## config.mk

```make
export PLATFORM = sky130hd
export DESIGN_NAME = epla_energy_pulse
export DESIGN_NICKNAME = d
export VERILOG_FILES = /design/src/design/epla_pkg.sv /design/src/design/epla_energy_pulse.sv
export VERILOG_INCLUDE_DIRS = /design/src /design/src/design
export SDC_FILE = /design/constraint.sdc
export NUM_CORES = 1
export LEC_CHECK = 0
export BUFFER_PORTS_ARGS = -buffer_cell sky130_fd_sc_hd__buf_2
export CAP_MARGIN = 40
export CELL_PAD_IN_SITES_DETAIL_PLACEMENT = 0
export CELL_PAD_IN_SITES_GLOBAL_PLACEMENT = 1
export CORE_AREA = 8 8 244 246
export DETAILED_ROUTE_END_ITERATION = 8
export DIE_AREA = 0 0 252 254
export GPL_TIMING_DRIVEN = 0
export HOLD_SLACK_MARGIN = 0.1
export MAX_ROUTING_LAYER = met4
export PLACE_DENSITY_LB_ADDON = 0.12
export SLEW_MARGIN = 10
export SYNTH_ARGS = -nofsm -noshare
export SYNTH_HDL_FRONTEND = slang
export SYNTH_SLANG_ARGS = --single-unit
```

## constraint.sdc

```tcl
create_clock -name clock_i -period 5.6 [get_ports clock_i]
set_input_delay 1.12 -clock clock_i [delete_from_list [all_inputs] [get_ports clock_i]]
set_output_delay 1.12 -clock clock_i [all_outputs]
set_load 0.01 [all_outputs]
```

## src/design/epla_cfg.svh

```systemverilog
`ifndef EPLA_CFG_SVH
`define EPLA_CFG_SVH

// register byte offsets
`define EPLA_LINE_RESULT_ADR  8'h04
`define EPLA_OFFSET_ADR       8'h08
`define EPLA_NUMER_ADR        8'h0C
`define EPLA_DIVIS_ADR        8'h10
`define EPLA_MODE_ADR         8'h14
`define EPLA_STATUS_ADR       8'h18
`define EPLA_HALF_COUNT_ADR   8'h1C
`define EPLA_IRQ_EN_ADR       8'h20
`define EPLA_ENERGY_ADR       8'h24

// field positions
`define EPLA_LINE_MODE_BIT    7
`define EPLA_CYCLE_END_BIT    2

// reset values
`define EPLA_OFFSET_RST       16'h0000
`define EPLA_NUMER_RST        12'h000
`define EPLA_DIVIS_RST        12'h000
`define EPLA_HALF_COUNT_RST   16'h0000

// timing
`define EPLA_CLK_DIV          4
`define EPLA_FIXED_TICKS      16
`define EPLA_HOLD_MS          90
`define EPLA_LONG_MS          180
`define EPLA_CLK_KHZ          50000

`endif

```

## src/design/epla_pkg.sv

```systemverilog
package epla_pkg;

  typedef enum logic [2:0] {
    EPLA_IDLE  = 3'b001,
    EPLA_START = 3'b010,
    EPLA_ACCUM = 3'b100
  } epla_line_state_e;

  typedef logic signed [56:0] epla_acc_t;

endpackage

```

## src/design/epla_energy_pulse.sv

```systemverilog
// The implementer's own choice: the Wishbone slave port.
`timescale 1ns/1ps
`include "epla_cfg.svh"

module epla_energy_pulse
  import epla_pkg::*;
#(
  parameter int unsigned HOLD_CYCLES = `EPLA_HOLD_MS * `EPLA_CLK_KHZ,
  parameter int unsigned LONG_CYCLES = `EPLA_LONG_MS * `EPLA_CLK_KHZ
) (
  input  wire logic        clock_i,
  input  wire logic        resetn_i,
  input  wire logic        wb_cyc_i,
  input  wire logic        wb_stb_i,
  input  wire logic        wb_we_i,
  input  wire logic [7:0]  wb_adr_i,
  input  wire logic [31:0] wb_dat_i,
  input  wire logic [3:0]  wb_sel_i,
  output logic      [31:0] wb_dat_o,
  output logic             wb_ack_o,
  input  wire logic [23:0] power_sample_i,
  input  wire logic        zero_cross_i,
  output logic             calibration_pulse_out_o,
  output logic             irq_n_o,
  output logic             irq_oe_o
);

  localparam int unsigned FIXED_CYCLES = `EPLA_FIXED_TICKS * `EPLA_CLK_DIV;

  // register bus
  logic        ack_q;
  logic [31:0] rdata_q;
  logic [15:0] offset_q;
  logic [11:0] numer_q;
  logic [11:0] divis_q;
  logic [7:0]  mode_q;
  logic [15:0] half_count_q;
  logic        irq_en_q;
  logic        cycle_end_q;
  logic [23:0] line_result_q;
  logic        bus_req;
  logic        wr_en;
  logic [31:0] wmask;

  assign bus_req = wb_cyc_i & wb_stb_i & ~ack_q;
  assign wr_en   = bus_req & wb_we_i;
  assign wmask   = {{8{wb_sel_i[3]}}, {8{wb_sel_i[2]}}, {8{wb_sel_i[1]}}, {8{wb_sel_i[0]}}};

  function automatic logic [31:0] merge(input logic [31:0] old, input logic [31:0] nw,
                                        input logic [31:0] m);
    merge = (old & ~m) | (nw & m);
  endfunction

  always_ff @(posedge clock_i or negedge resetn_i) begin
    if (!resetn_i) begin
      ack_q <= 1'b0;
    end else begin
      ack_q <= bus_req;
    end
  end

  always_ff @(posedge clock_i or negedge resetn_i) begin
    if (!resetn_i) begin
      offset_q     <= `EPLA_OFFSET_RST;
      numer_q      <= `EPLA_NUMER_RST;
      divis_q      <= `EPLA_DIVIS_RST;
      mode_q       <= 8'h00;
      half_count_q <= `EPLA_HALF_COUNT_RST;
      irq_en_q     <= 1'b0;
    end else if (wr_en) begin
      unique case (wb_adr_i)
        `EPLA_OFFSET_ADR: begin
          offset_q <= 16'(merge({16'h0000, offset_q}, wb_dat_i, wmask));
        end
        `EPLA_NUMER_ADR: begin
          numer_q <= 12'(merge({20'h00000, numer_q}, wb_dat_i, wmask));
        end
        `EPLA_DIVIS_ADR: begin
          divis_q <= 12'(merge({20'h00000, divis_q}, wb_dat_i, wmask));
        end
        `EPLA_MODE_ADR: begin
          mode_q <= 8'(merge({24'h000000, mode_q}, wb_dat_i, wmask));
        end
        `EPLA_HALF_COUNT_ADR: begin
          half_count_q <= 16'(merge({16'h0000, half_count_q}, wb_dat_i, wmask));
        end
        `EPLA_IRQ_EN_ADR: begin
          if (wb_sel_i[0]) begin
            irq_en_q <= wb_dat_i[`EPLA_CYCLE_END_BIT];
          end
        end
        default: begin
        end
      endcase
    end
  end

  // sample tick, clock divided by four
  logic [1:0] div_q;
  logic       tick;

  always_ff @(posedge clock_i or negedge resetn_i) begin
    if (!resetn_i) begin
      div_q <= 2'h0;
    end else begin
      div_q <= div_q + 2'h1;
    end
  end

  assign tick = (div_q == 2'h3);

  // offset correction and energy
  // low 8 bits are the 1/256 fraction of the offset; bits [56:8] form the 49-bit store
  epla_acc_t   corr;
  epla_acc_t   acc_q;
  logic [23:0] energy;
  logic [23:0] energy_prev_q;
  logic        dfc_q;

  assign corr   = {{25{power_sample_i[23]}}, power_sample_i, 8'h00}
                + {{41{offset_q[15]}}, offset_q};
  assign energy = acc_q[56:33];

  always_ff @(posedge clock_i or negedge resetn_i) begin
    if (!resetn_i) begin
      acc_q <= '0;
    end else if (tick) begin
      acc_q <= acc_q + corr;
    end
  end

  // one sample moves the top 24 bits by at most one, so a change means one LSB
  always_ff @(posedge clock_i or negedge resetn_i) begin
    if (!resetn_i) begin
      energy_prev_q <= 24'h000000;
      dfc_q         <= 1'b0;
    end else begin
      energy_prev_q <= energy;
      dfc_q         <= (energy != energy_prev_q);
    end
  end

  // frequency scaling
  logic [12:0] num_eff;
  logic [12:0] den_eff;
  logic [12:0] phase_q;
  logic [13:0] phase_sum;
  logic        emit_q;
  logic        clamp;

  assign num_eff   = (numer_q == 12'h000) ? 13'h0002 : {1'b0, numer_q} + 13'h0001;
  assign den_eff   = (divis_q == 12'h000) ? 13'h0002 : {1'b0, divis_q} + 13'h0001;
  assign clamp     = (num_eff >= den_eff);
  assign phase_sum = {1'b0, phase_q} + {1'b0, num_eff};

  always_ff @(posedge clock_i or negedge resetn_i) begin
    if (!resetn_i) begin
      phase_q <= 13'h0000;
      emit_q  <= 1'b0;
    end else begin
      emit_q <= 1'b0;
      if (dfc_q) begin
        if (clamp) begin
          phase_q <= 13'h0000;
          emit_q  <= 1'b1;
        end else if (phase_sum >= {1'b0, den_eff}) begin
          phase_q <= 13'(phase_sum - {1'b0, den_eff});
          emit_q  <= 1'b1;
        end else begin
          phase_q <= phase_sum[12:0];
        end
      end
    end
  end

  // output pulse width
  // width follows the previous output period, so the first pulse uses the saturated count
  logic [23:0] period_q;
  logic [23:0] width_q;
  logic [23:0] width_load;
  logic        fixed_width;

  assign fixed_width = (numer_q == 12'h001) && (divis_q == 12'h001);

  always_comb begin
    if (fixed_width) begin
      width_load = 24'(FIXED_CYCLES);
    end else if ({8'h00, period_q} > LONG_CYCLES) begin
      width_load = 24'(HOLD_CYCLES);
    end else if (period_q[23:1] == 23'h000000) begin
      width_load = 24'h000001;
    end else begin
      width_load = {1'b0, period_q[23:1]};
    end
  end

  always_ff @(posedge clock_i or negedge resetn_i) begin
    if (!resetn_i) begin
      period_q <= 24'hFFFFFF;
    end else if (emit_q) begin
      period_q <= 24'h000001;
    end else if (period_q != 24'hFFFFFF) begin
      period_q <= period_q + 24'h000001;
    end
  end

  always_ff @(posedge clock_i or negedge resetn_i) begin
    if (!resetn_i) begin
      width_q <= 24'h000000;
    end else if (emit_q) begin
      width_q <= width_load;
    end else if (width_q != 24'h000000) begin
      width_q <= width_q - 24'h000001;
    end
  end

  always_ff @(posedge clock_i or negedge resetn_i) begin
    if (!resetn_i) begin
      calibration_pulse_out_o <= 1'b0;
    end else begin
      calibration_pulse_out_o <= emit_q | (width_q > 24'h000001);
    end
  end

  // line-cycle accumulation
  epla_line_state_e state_q;
  epla_acc_t        line_acc_q;
  epla_acc_t        line_next;
  logic [15:0]      half_cnt_q;
  logic [15:0]      half_target;
  logic             line_mode;
  logic             complete;

  assign line_mode   = mode_q[`EPLA_LINE_MODE_BIT];
  assign half_target = (half_count_q == 16'h0000) ? 16'h0001 : half_count_q;
  assign line_next   = tick ? line_acc_q + corr : line_acc_q;
  assign complete    = (state_q == EPLA_ACCUM) && line_mode && zero_cross_i
                     && (half_cnt_q + 16'h0001 == half_target);

  always_ff @(posedge clock_i or negedge resetn_i) begin
    if (!resetn_i) begin
      state_q    <= EPLA_IDLE;
      line_acc_q <= '0;
      half_cnt_q <= 16'h0000;
    end else if (!line_mode) begin
      state_q <= EPLA_IDLE;
    end else begin
      unique case (state_q)
        EPLA_IDLE: begin
          state_q <= EPLA_START;
        end
        EPLA_START: begin
          if (zero_cross_i) begin
            state_q    <= EPLA_ACCUM;
            line_acc_q <= '0;
            half_cnt_q <= 16'h0000;
          end
        end
        EPLA_ACCUM: begin
          if (complete) begin
            line_acc_q <= '0;
            half_cnt_q <= 16'h0000;
          end else begin
            line_acc_q <= line_next;
            if (zero_cross_i) begin
              half_cnt_q <= half_cnt_q + 16'h0001;
            end
          end
        end
        default: begin
          state_q <= EPLA_IDLE;
        end
      endcase
    end
  end

  always_ff @(posedge clock_i or negedge resetn_i) begin
    if (!resetn_i) begin
      line_result_q <= 24'h000000;
    end else if (complete) begin
      line_result_q <= line_next[56:33];
    end
  end

  // hardware set wins over a same-cycle write-one-to-clear
  always_ff @(posedge clock_i or negedge resetn_i) begin
    if (!resetn_i) begin
      cycle_end_q <= 1'b0;
    end else if (complete) begin
      cycle_end_q <= 1'b1;
    end else if (wr_en && wb_adr_i == `EPLA_STATUS_ADR && wb_sel_i[0]
                 && wb_dat_i[`EPLA_CYCLE_END_BIT]) begin
      cycle_end_q <= 1'b0;
    end
  end

  assign irq_oe_o = cycle_end_q & irq_en_q;
  assign irq_n_o  = 1'b0;

  // read data
  always_ff @(posedge clock_i or negedge resetn_i) begin
    if (!resetn_i) begin
      rdata_q <= 32'h00000000;
    end else if (bus_req && !wb_we_i) begin
      unique case (wb_adr_i)
        `EPLA_LINE_RESULT_ADR: rdata_q <= {8'h00, line_result_q};
        `EPLA_OFFSET_ADR:      rdata_q <= {16'h0000, offset_q};
        `EPLA_NUMER_ADR:       rdata_q <= {20'h00000, numer_q};
        `EPLA_DIVIS_ADR:       rdata_q <= {20'h00000, divis_q};
        `EPLA_MODE_ADR:        rdata_q <= {24'h000000, mode_q};
        `EPLA_STATUS_ADR:      rdata_q <= {29'h00000000, cycle_end_q, 2'h0};
        `EPLA_HALF_COUNT_ADR:  rdata_q <= {16'h0000, half_count_q};
        `EPLA_IRQ_EN_ADR:      rdata_q <= {29'h00000000, irq_en_q, 2'h0};
        `EPLA_ENERGY_ADR:      rdata_q <= {8'h00, energy};
        default:               rdata_q <= 32'h00000000;
      endcase
    end
  end

  assign wb_ack_o = ack_q;
  assign wb_dat_o = rdata_q;

  // assertions
  ack_single_cycle_a: assert property (@(posedge clock_i) disable iff (!resetn_i)
    wb_ack_o |=> !wb_ack_o)
    else $error("ack held longer than one cycle");

  ack_latency_a: assert property (@(posedge clock_i) disable iff (!resetn_i)
    (wb_cyc_i && wb_stb_i && !wb_ack_o) |=> wb_ack_o)
    else $error("ack not given one cycle after request");

  tick_spacing_a: assert property (@(posedge clock_i) disable iff (!resetn_i)
    tick |=> !tick [*3] ##1 tick)
    else $error("sample tick not every four clocks");

  energy_accumulate_a: assert property (@(posedge clock_i) disable iff (!resetn_i)
    tick |=> acc_q == $past(acc_q) + $past(corr))
    else $error("energy accumulator missed corrected sample");

  dfc_on_change_a: assert property (@(posedge clock_i) disable iff (!resetn_i)
    $changed(energy) |=> dfc_q)
    else $error("converter pulse missing after energy LSB change");

  ratio_clamp_a: assert property (@(posedge clock_i) disable iff (!resetn_i)
    (dfc_q && num_eff >= den_eff) |=> emit_q ##1 calibration_pulse_out_o)
    else $error("clamped ratio did not emit on every converter pulse");

  fixed_width_a: assert property (@(posedge clock_i) disable iff (!resetn_i)
    (emit_q && numer_q == 12'h001 && divis_q == 12'h001)
      |=> width_q == 24'(FIXED_CYCLES))
    else $error("fixed pulse width not 64 clocks");

  hold_width_a: assert property (@(posedge clock_i) disable iff (!resetn_i)
    (emit_q && !fixed_width && {8'h00, period_q} > LONG_CYCLES)
      |=> width_q == 24'(HOLD_CYCLES))
    else $error("long period pulse width not hold time");

  half_duty_a: assert property (@(posedge clock_i) disable iff (!resetn_i)
    (emit_q && !fixed_width && {8'h00, period_q} <= LONG_CYCLES && period_q > 24'h000003)
      |=> width_q == {1'b0, $past(period_q[23:1])})
    else $error("pulse width not half of period");

  cycle_end_set_a: assert property (@(posedge clock_i) disable iff (!resetn_i)
    complete |=> cycle_end_q && line_result_q == $past(line_next[56:33]))
    else $error("completion did not set flag and load result");

  irq_drive_a: assert property (@(posedge clock_i) disable iff (!resetn_i)
    (complete && irq_en_q) |=> irq_oe_o && !irq_n_o)
    else $error("enabled cycle end did not drive interrupt low");

  line_restart_a: assert property (@(posedge clock_i) disable iff (!resetn_i)
    (complete && line_mode) |=> state_q == EPLA_ACCUM && half_cnt_q == 16'h0000)
    else $error("line accumulation did not restart");

  mode_exit_a: assert property (@(posedge clock_i) disable iff (!resetn_i)
    !line_mode |=> state_q == EPLA_IDLE)
    else $error("line state active with mode bit clear");

endmodule

```

==> impl_metrics.ini <==
[synthesis]
synthArstFlopShare_pct = 100
netlist_area_mm2 = 0.0247
synth_flop_cell = dfrtp_1
ys_warn_count = 0
synth.distinct_cells = 106
ys_ff_latch = 338
yosysTopAreaCell = dfrtp_1
synth-edff-count = 0
syn_avg_cell_area_um2 = 9.33
synth_cells = 2644
yosys.area.top_type_share_pct = 31.8
synth.area.top_cells = dfrtp_1, ha_1, mux2_2, xnor2_1, a21oi_1
yosysSeqAreaShare_pct = 34.4

[floorplan]
die_height_um = 254
core-area_mm2 = 0.0557
dieArea_mm2 = 0.0640
initial_utilization_pct = 44.2
io_pins = 110
fp-row-count = 87
die_w_um = 252

[cells_and_area]
post-route-util_pct = 52.0
syn_to_final_growth_pct = 17.5
n_fill_cell = 5181
seq_area_mm2 = 0.00850
layout_commonest_cell = dfrtp_1
drive_above_1_share_pct = 20.7
most-common-layout-cells = dfrtp_1, nand2_1, nor2_1, a21oi_1, ha_1
diodes = 0
multi_input_area_mm2 = 0.0163
nets = 3093

[clocking]
clkSlewWorstSetupHoldPaths_ns = 0.06
cts_num_sinks = 338
ctsHoldBuffers = 0
tritoncts = built
cts_max_level = 2
cts_buffers = 42
clock-root-buffer = clkbuf_16
clock_latency_ns = 0.57
cts_buffer_depth = 3

[power_and_ir_drop]
vdd_drop_max_mv = 0.205
total_power_mw = 10.7
leakage_nw = 13.1
power_density_mw_per_mm2 = 369

[global_routing]
grt_overflow = 0
grt_first_pass_wirelength_mm = 116
grt_pass1_vias = 21007
antenna_found_initial = 0
grt_start_max_net_pins = 97
grt_usage_pct = 23.3

[placement]
portBuffers = 80
hpwl_mm = 56.2
pre_cts_slack_ns = -1.47
gp_congestion = 0.935

[timing]
setup_viol = 0
rsz0062_at_grt = yes
hold_violations = 0
finalCriticalPeriod_ns = 5.55
timing.slew.headroom_pct = 40.4
setup_slack_ns = 0.0482
max_freq_mhz = 180
fin_crit_sh_pct = 99.1
finClkSkew_ns = 0.00993
drv_slew = 0
worstMarginPinSlew_ns = 0.887

[critical_path]
cp_max_fo = 24
start_kind = input port
worstPathRequired_ns = 6.05
cp-end-kind = flip-flop
cp.arrival_ns = 6.00
critPathKind = input port to flip-flop

[detailed_routing]
via_per_inst = 5.79
drtAntennaViolNets = 0
initialDrtViolationCount = 1230
firstDrtPassIters = 5
vias = 20921
post_drt_wl_per_cell_um = 20.4
routed_wl_mm = 73.7
route.detailed.drc = 0

[flow_run]
cap_violations = 0

[min_path]
min_path_type = flip-flop to flip-flop

[run_status]
status = completed
==> cells by family (layout without fill, tap and decap cells) <==
group / Yosys count / in the layout / share of synthesized area (%)
compound gates: 749 / 749 / 20.3
xor+xnor: 252 / 252 / 8.95
fa+ha+maj: 192 / 192 / 9.90
buf+inv: 187 / 392 / 3.36
flops: 338 / 338 / 34.4
mux: 194 / 194 / 8.65
other cells: 1 / 9 / 0.0152
simple gates: 731 / 731 / 14.4
==> through the flow <==
stage | hold WS, ns | std cells | TNS, ns | cell area [um^2]
detailed placement | 0.418 | 3496 | -76.14 | 26500
floorplan | 0.401 | 2652 | -9.99 | 25000
global route | 0.464 | 3613 | -0.740 | 29000
finish | 0.423 | 3613 | 0 | 29000
CTS | 0.426 | 3596 | -0.0150 | 28400
global placement | 0.412 | 3488 | -1213.89 | 26300
==> synthesized netlist by cell type, types with 41 or more instances <==
library cell  number
a21o_1            87
a21oi_1          185
clkbuf_1          70
dfrtp_1          313
ha_1             187
inv_1             71
mux2_2           152
mux2i_1           41
nand2_1          236
nand3_1           53
nand4_1           43
nor2_1           177
nor3_1            41
o21ai_0          152
o31ai_1           42
xnor2_1          150
xor2_1           102
==> critical path, stage by stage <==
cell and delay (ns):
buf_8 0.08, ha_4 0.13, inv_2 0.03, fa_2 0.36
nor2b_4 0.15, o31ai_4 0.08, a21oi_4 0.27, buf_4 0.16
o21ai_2 0.07, o21a_4 0.24, o21ai_4 0.25, clkinvlp_4 0.14
buf_4 0.15, buf_12 0.17, ha_2 0.42, and3_2 0.24
and3_1 0.22, and4_1 0.25, a221o_1 0.22, nor2_1 0.05
a32o_1 0.21, or4_4 0.56, xnor2_1 0.14, mux2_2 0.25
==> layer usage <==
layer | global-route usage [%] | routed length [um] | vias to the layer above
met1 | 30.2 | 33800 | 10287
met2 | 38.0 | 34600 | 457
met3 | 2.48 | 2790 | 129
met5 | - | 0 | -
met4 | 7.57 | 2500 | 0
li1 | - | - | 10048
==> final cells by class <==
| class | count | share of cell area (%) |
|---|---|---|
| plain buffers | 110 | 2.14 |
| clock buffers | 64 | 4.40 |
| clock inverters | 10 | 0.527 |
| inverters | 72 | 0.946 |
| multi-input cells | 2127 | 56.1 |
| flip-flops and latches | 338 | 29.3 |
| well taps | 756 | 3.27 |
| repair buffers | 135 | 3.21 |
| repair inverters | 1 | 0.0259 |
==> what timing repair did <==
action / in CTS / in global routing
pin swaps: 25 / 44
endpoints found under the setup margin: 78 / 52
gates resized for setup: 57 / 89
buffers inserted: 28 / 20
cloned: 1 / 0
==> final timing paths <==
path / endpoint / startpoint / depth (start not counted) / slack (ns)
worst max-delay path: line_result_q[23]$_DFFE_PN0P_ / power_sample_i[0] / 24 / 0.05
worst min-delay path: div_q[0]$_DFF_PN0_ / div_q[0]$_DFF_PN0_ / 1 / 0.42
worst max register to register: line_result_q[23]$_DFFE_PN0P_ / flip-flop / 21 / 0.13
worst min register to register: div_q[0]$_DFF_PN0_ / div_q[0]$_DFF_PN0_ / 1 / 0.42
max in group asynchronous: line_acc_q[42]$_DFFE_PN0P_ / resetn_i / 3 / 3.75
min in group asynchronous: phase_q[7]$_DFFE_PN0P_ / resetn_i / 1 / 0.50
==> power by group <==
part	total (mW)	switching [mW]	internal, mW
combinational	4.57	2.54	2.03
clock	2.85	1.10	1.74
sequential	3.28	0.388	2.89
(Power assumes the default switching activity.)
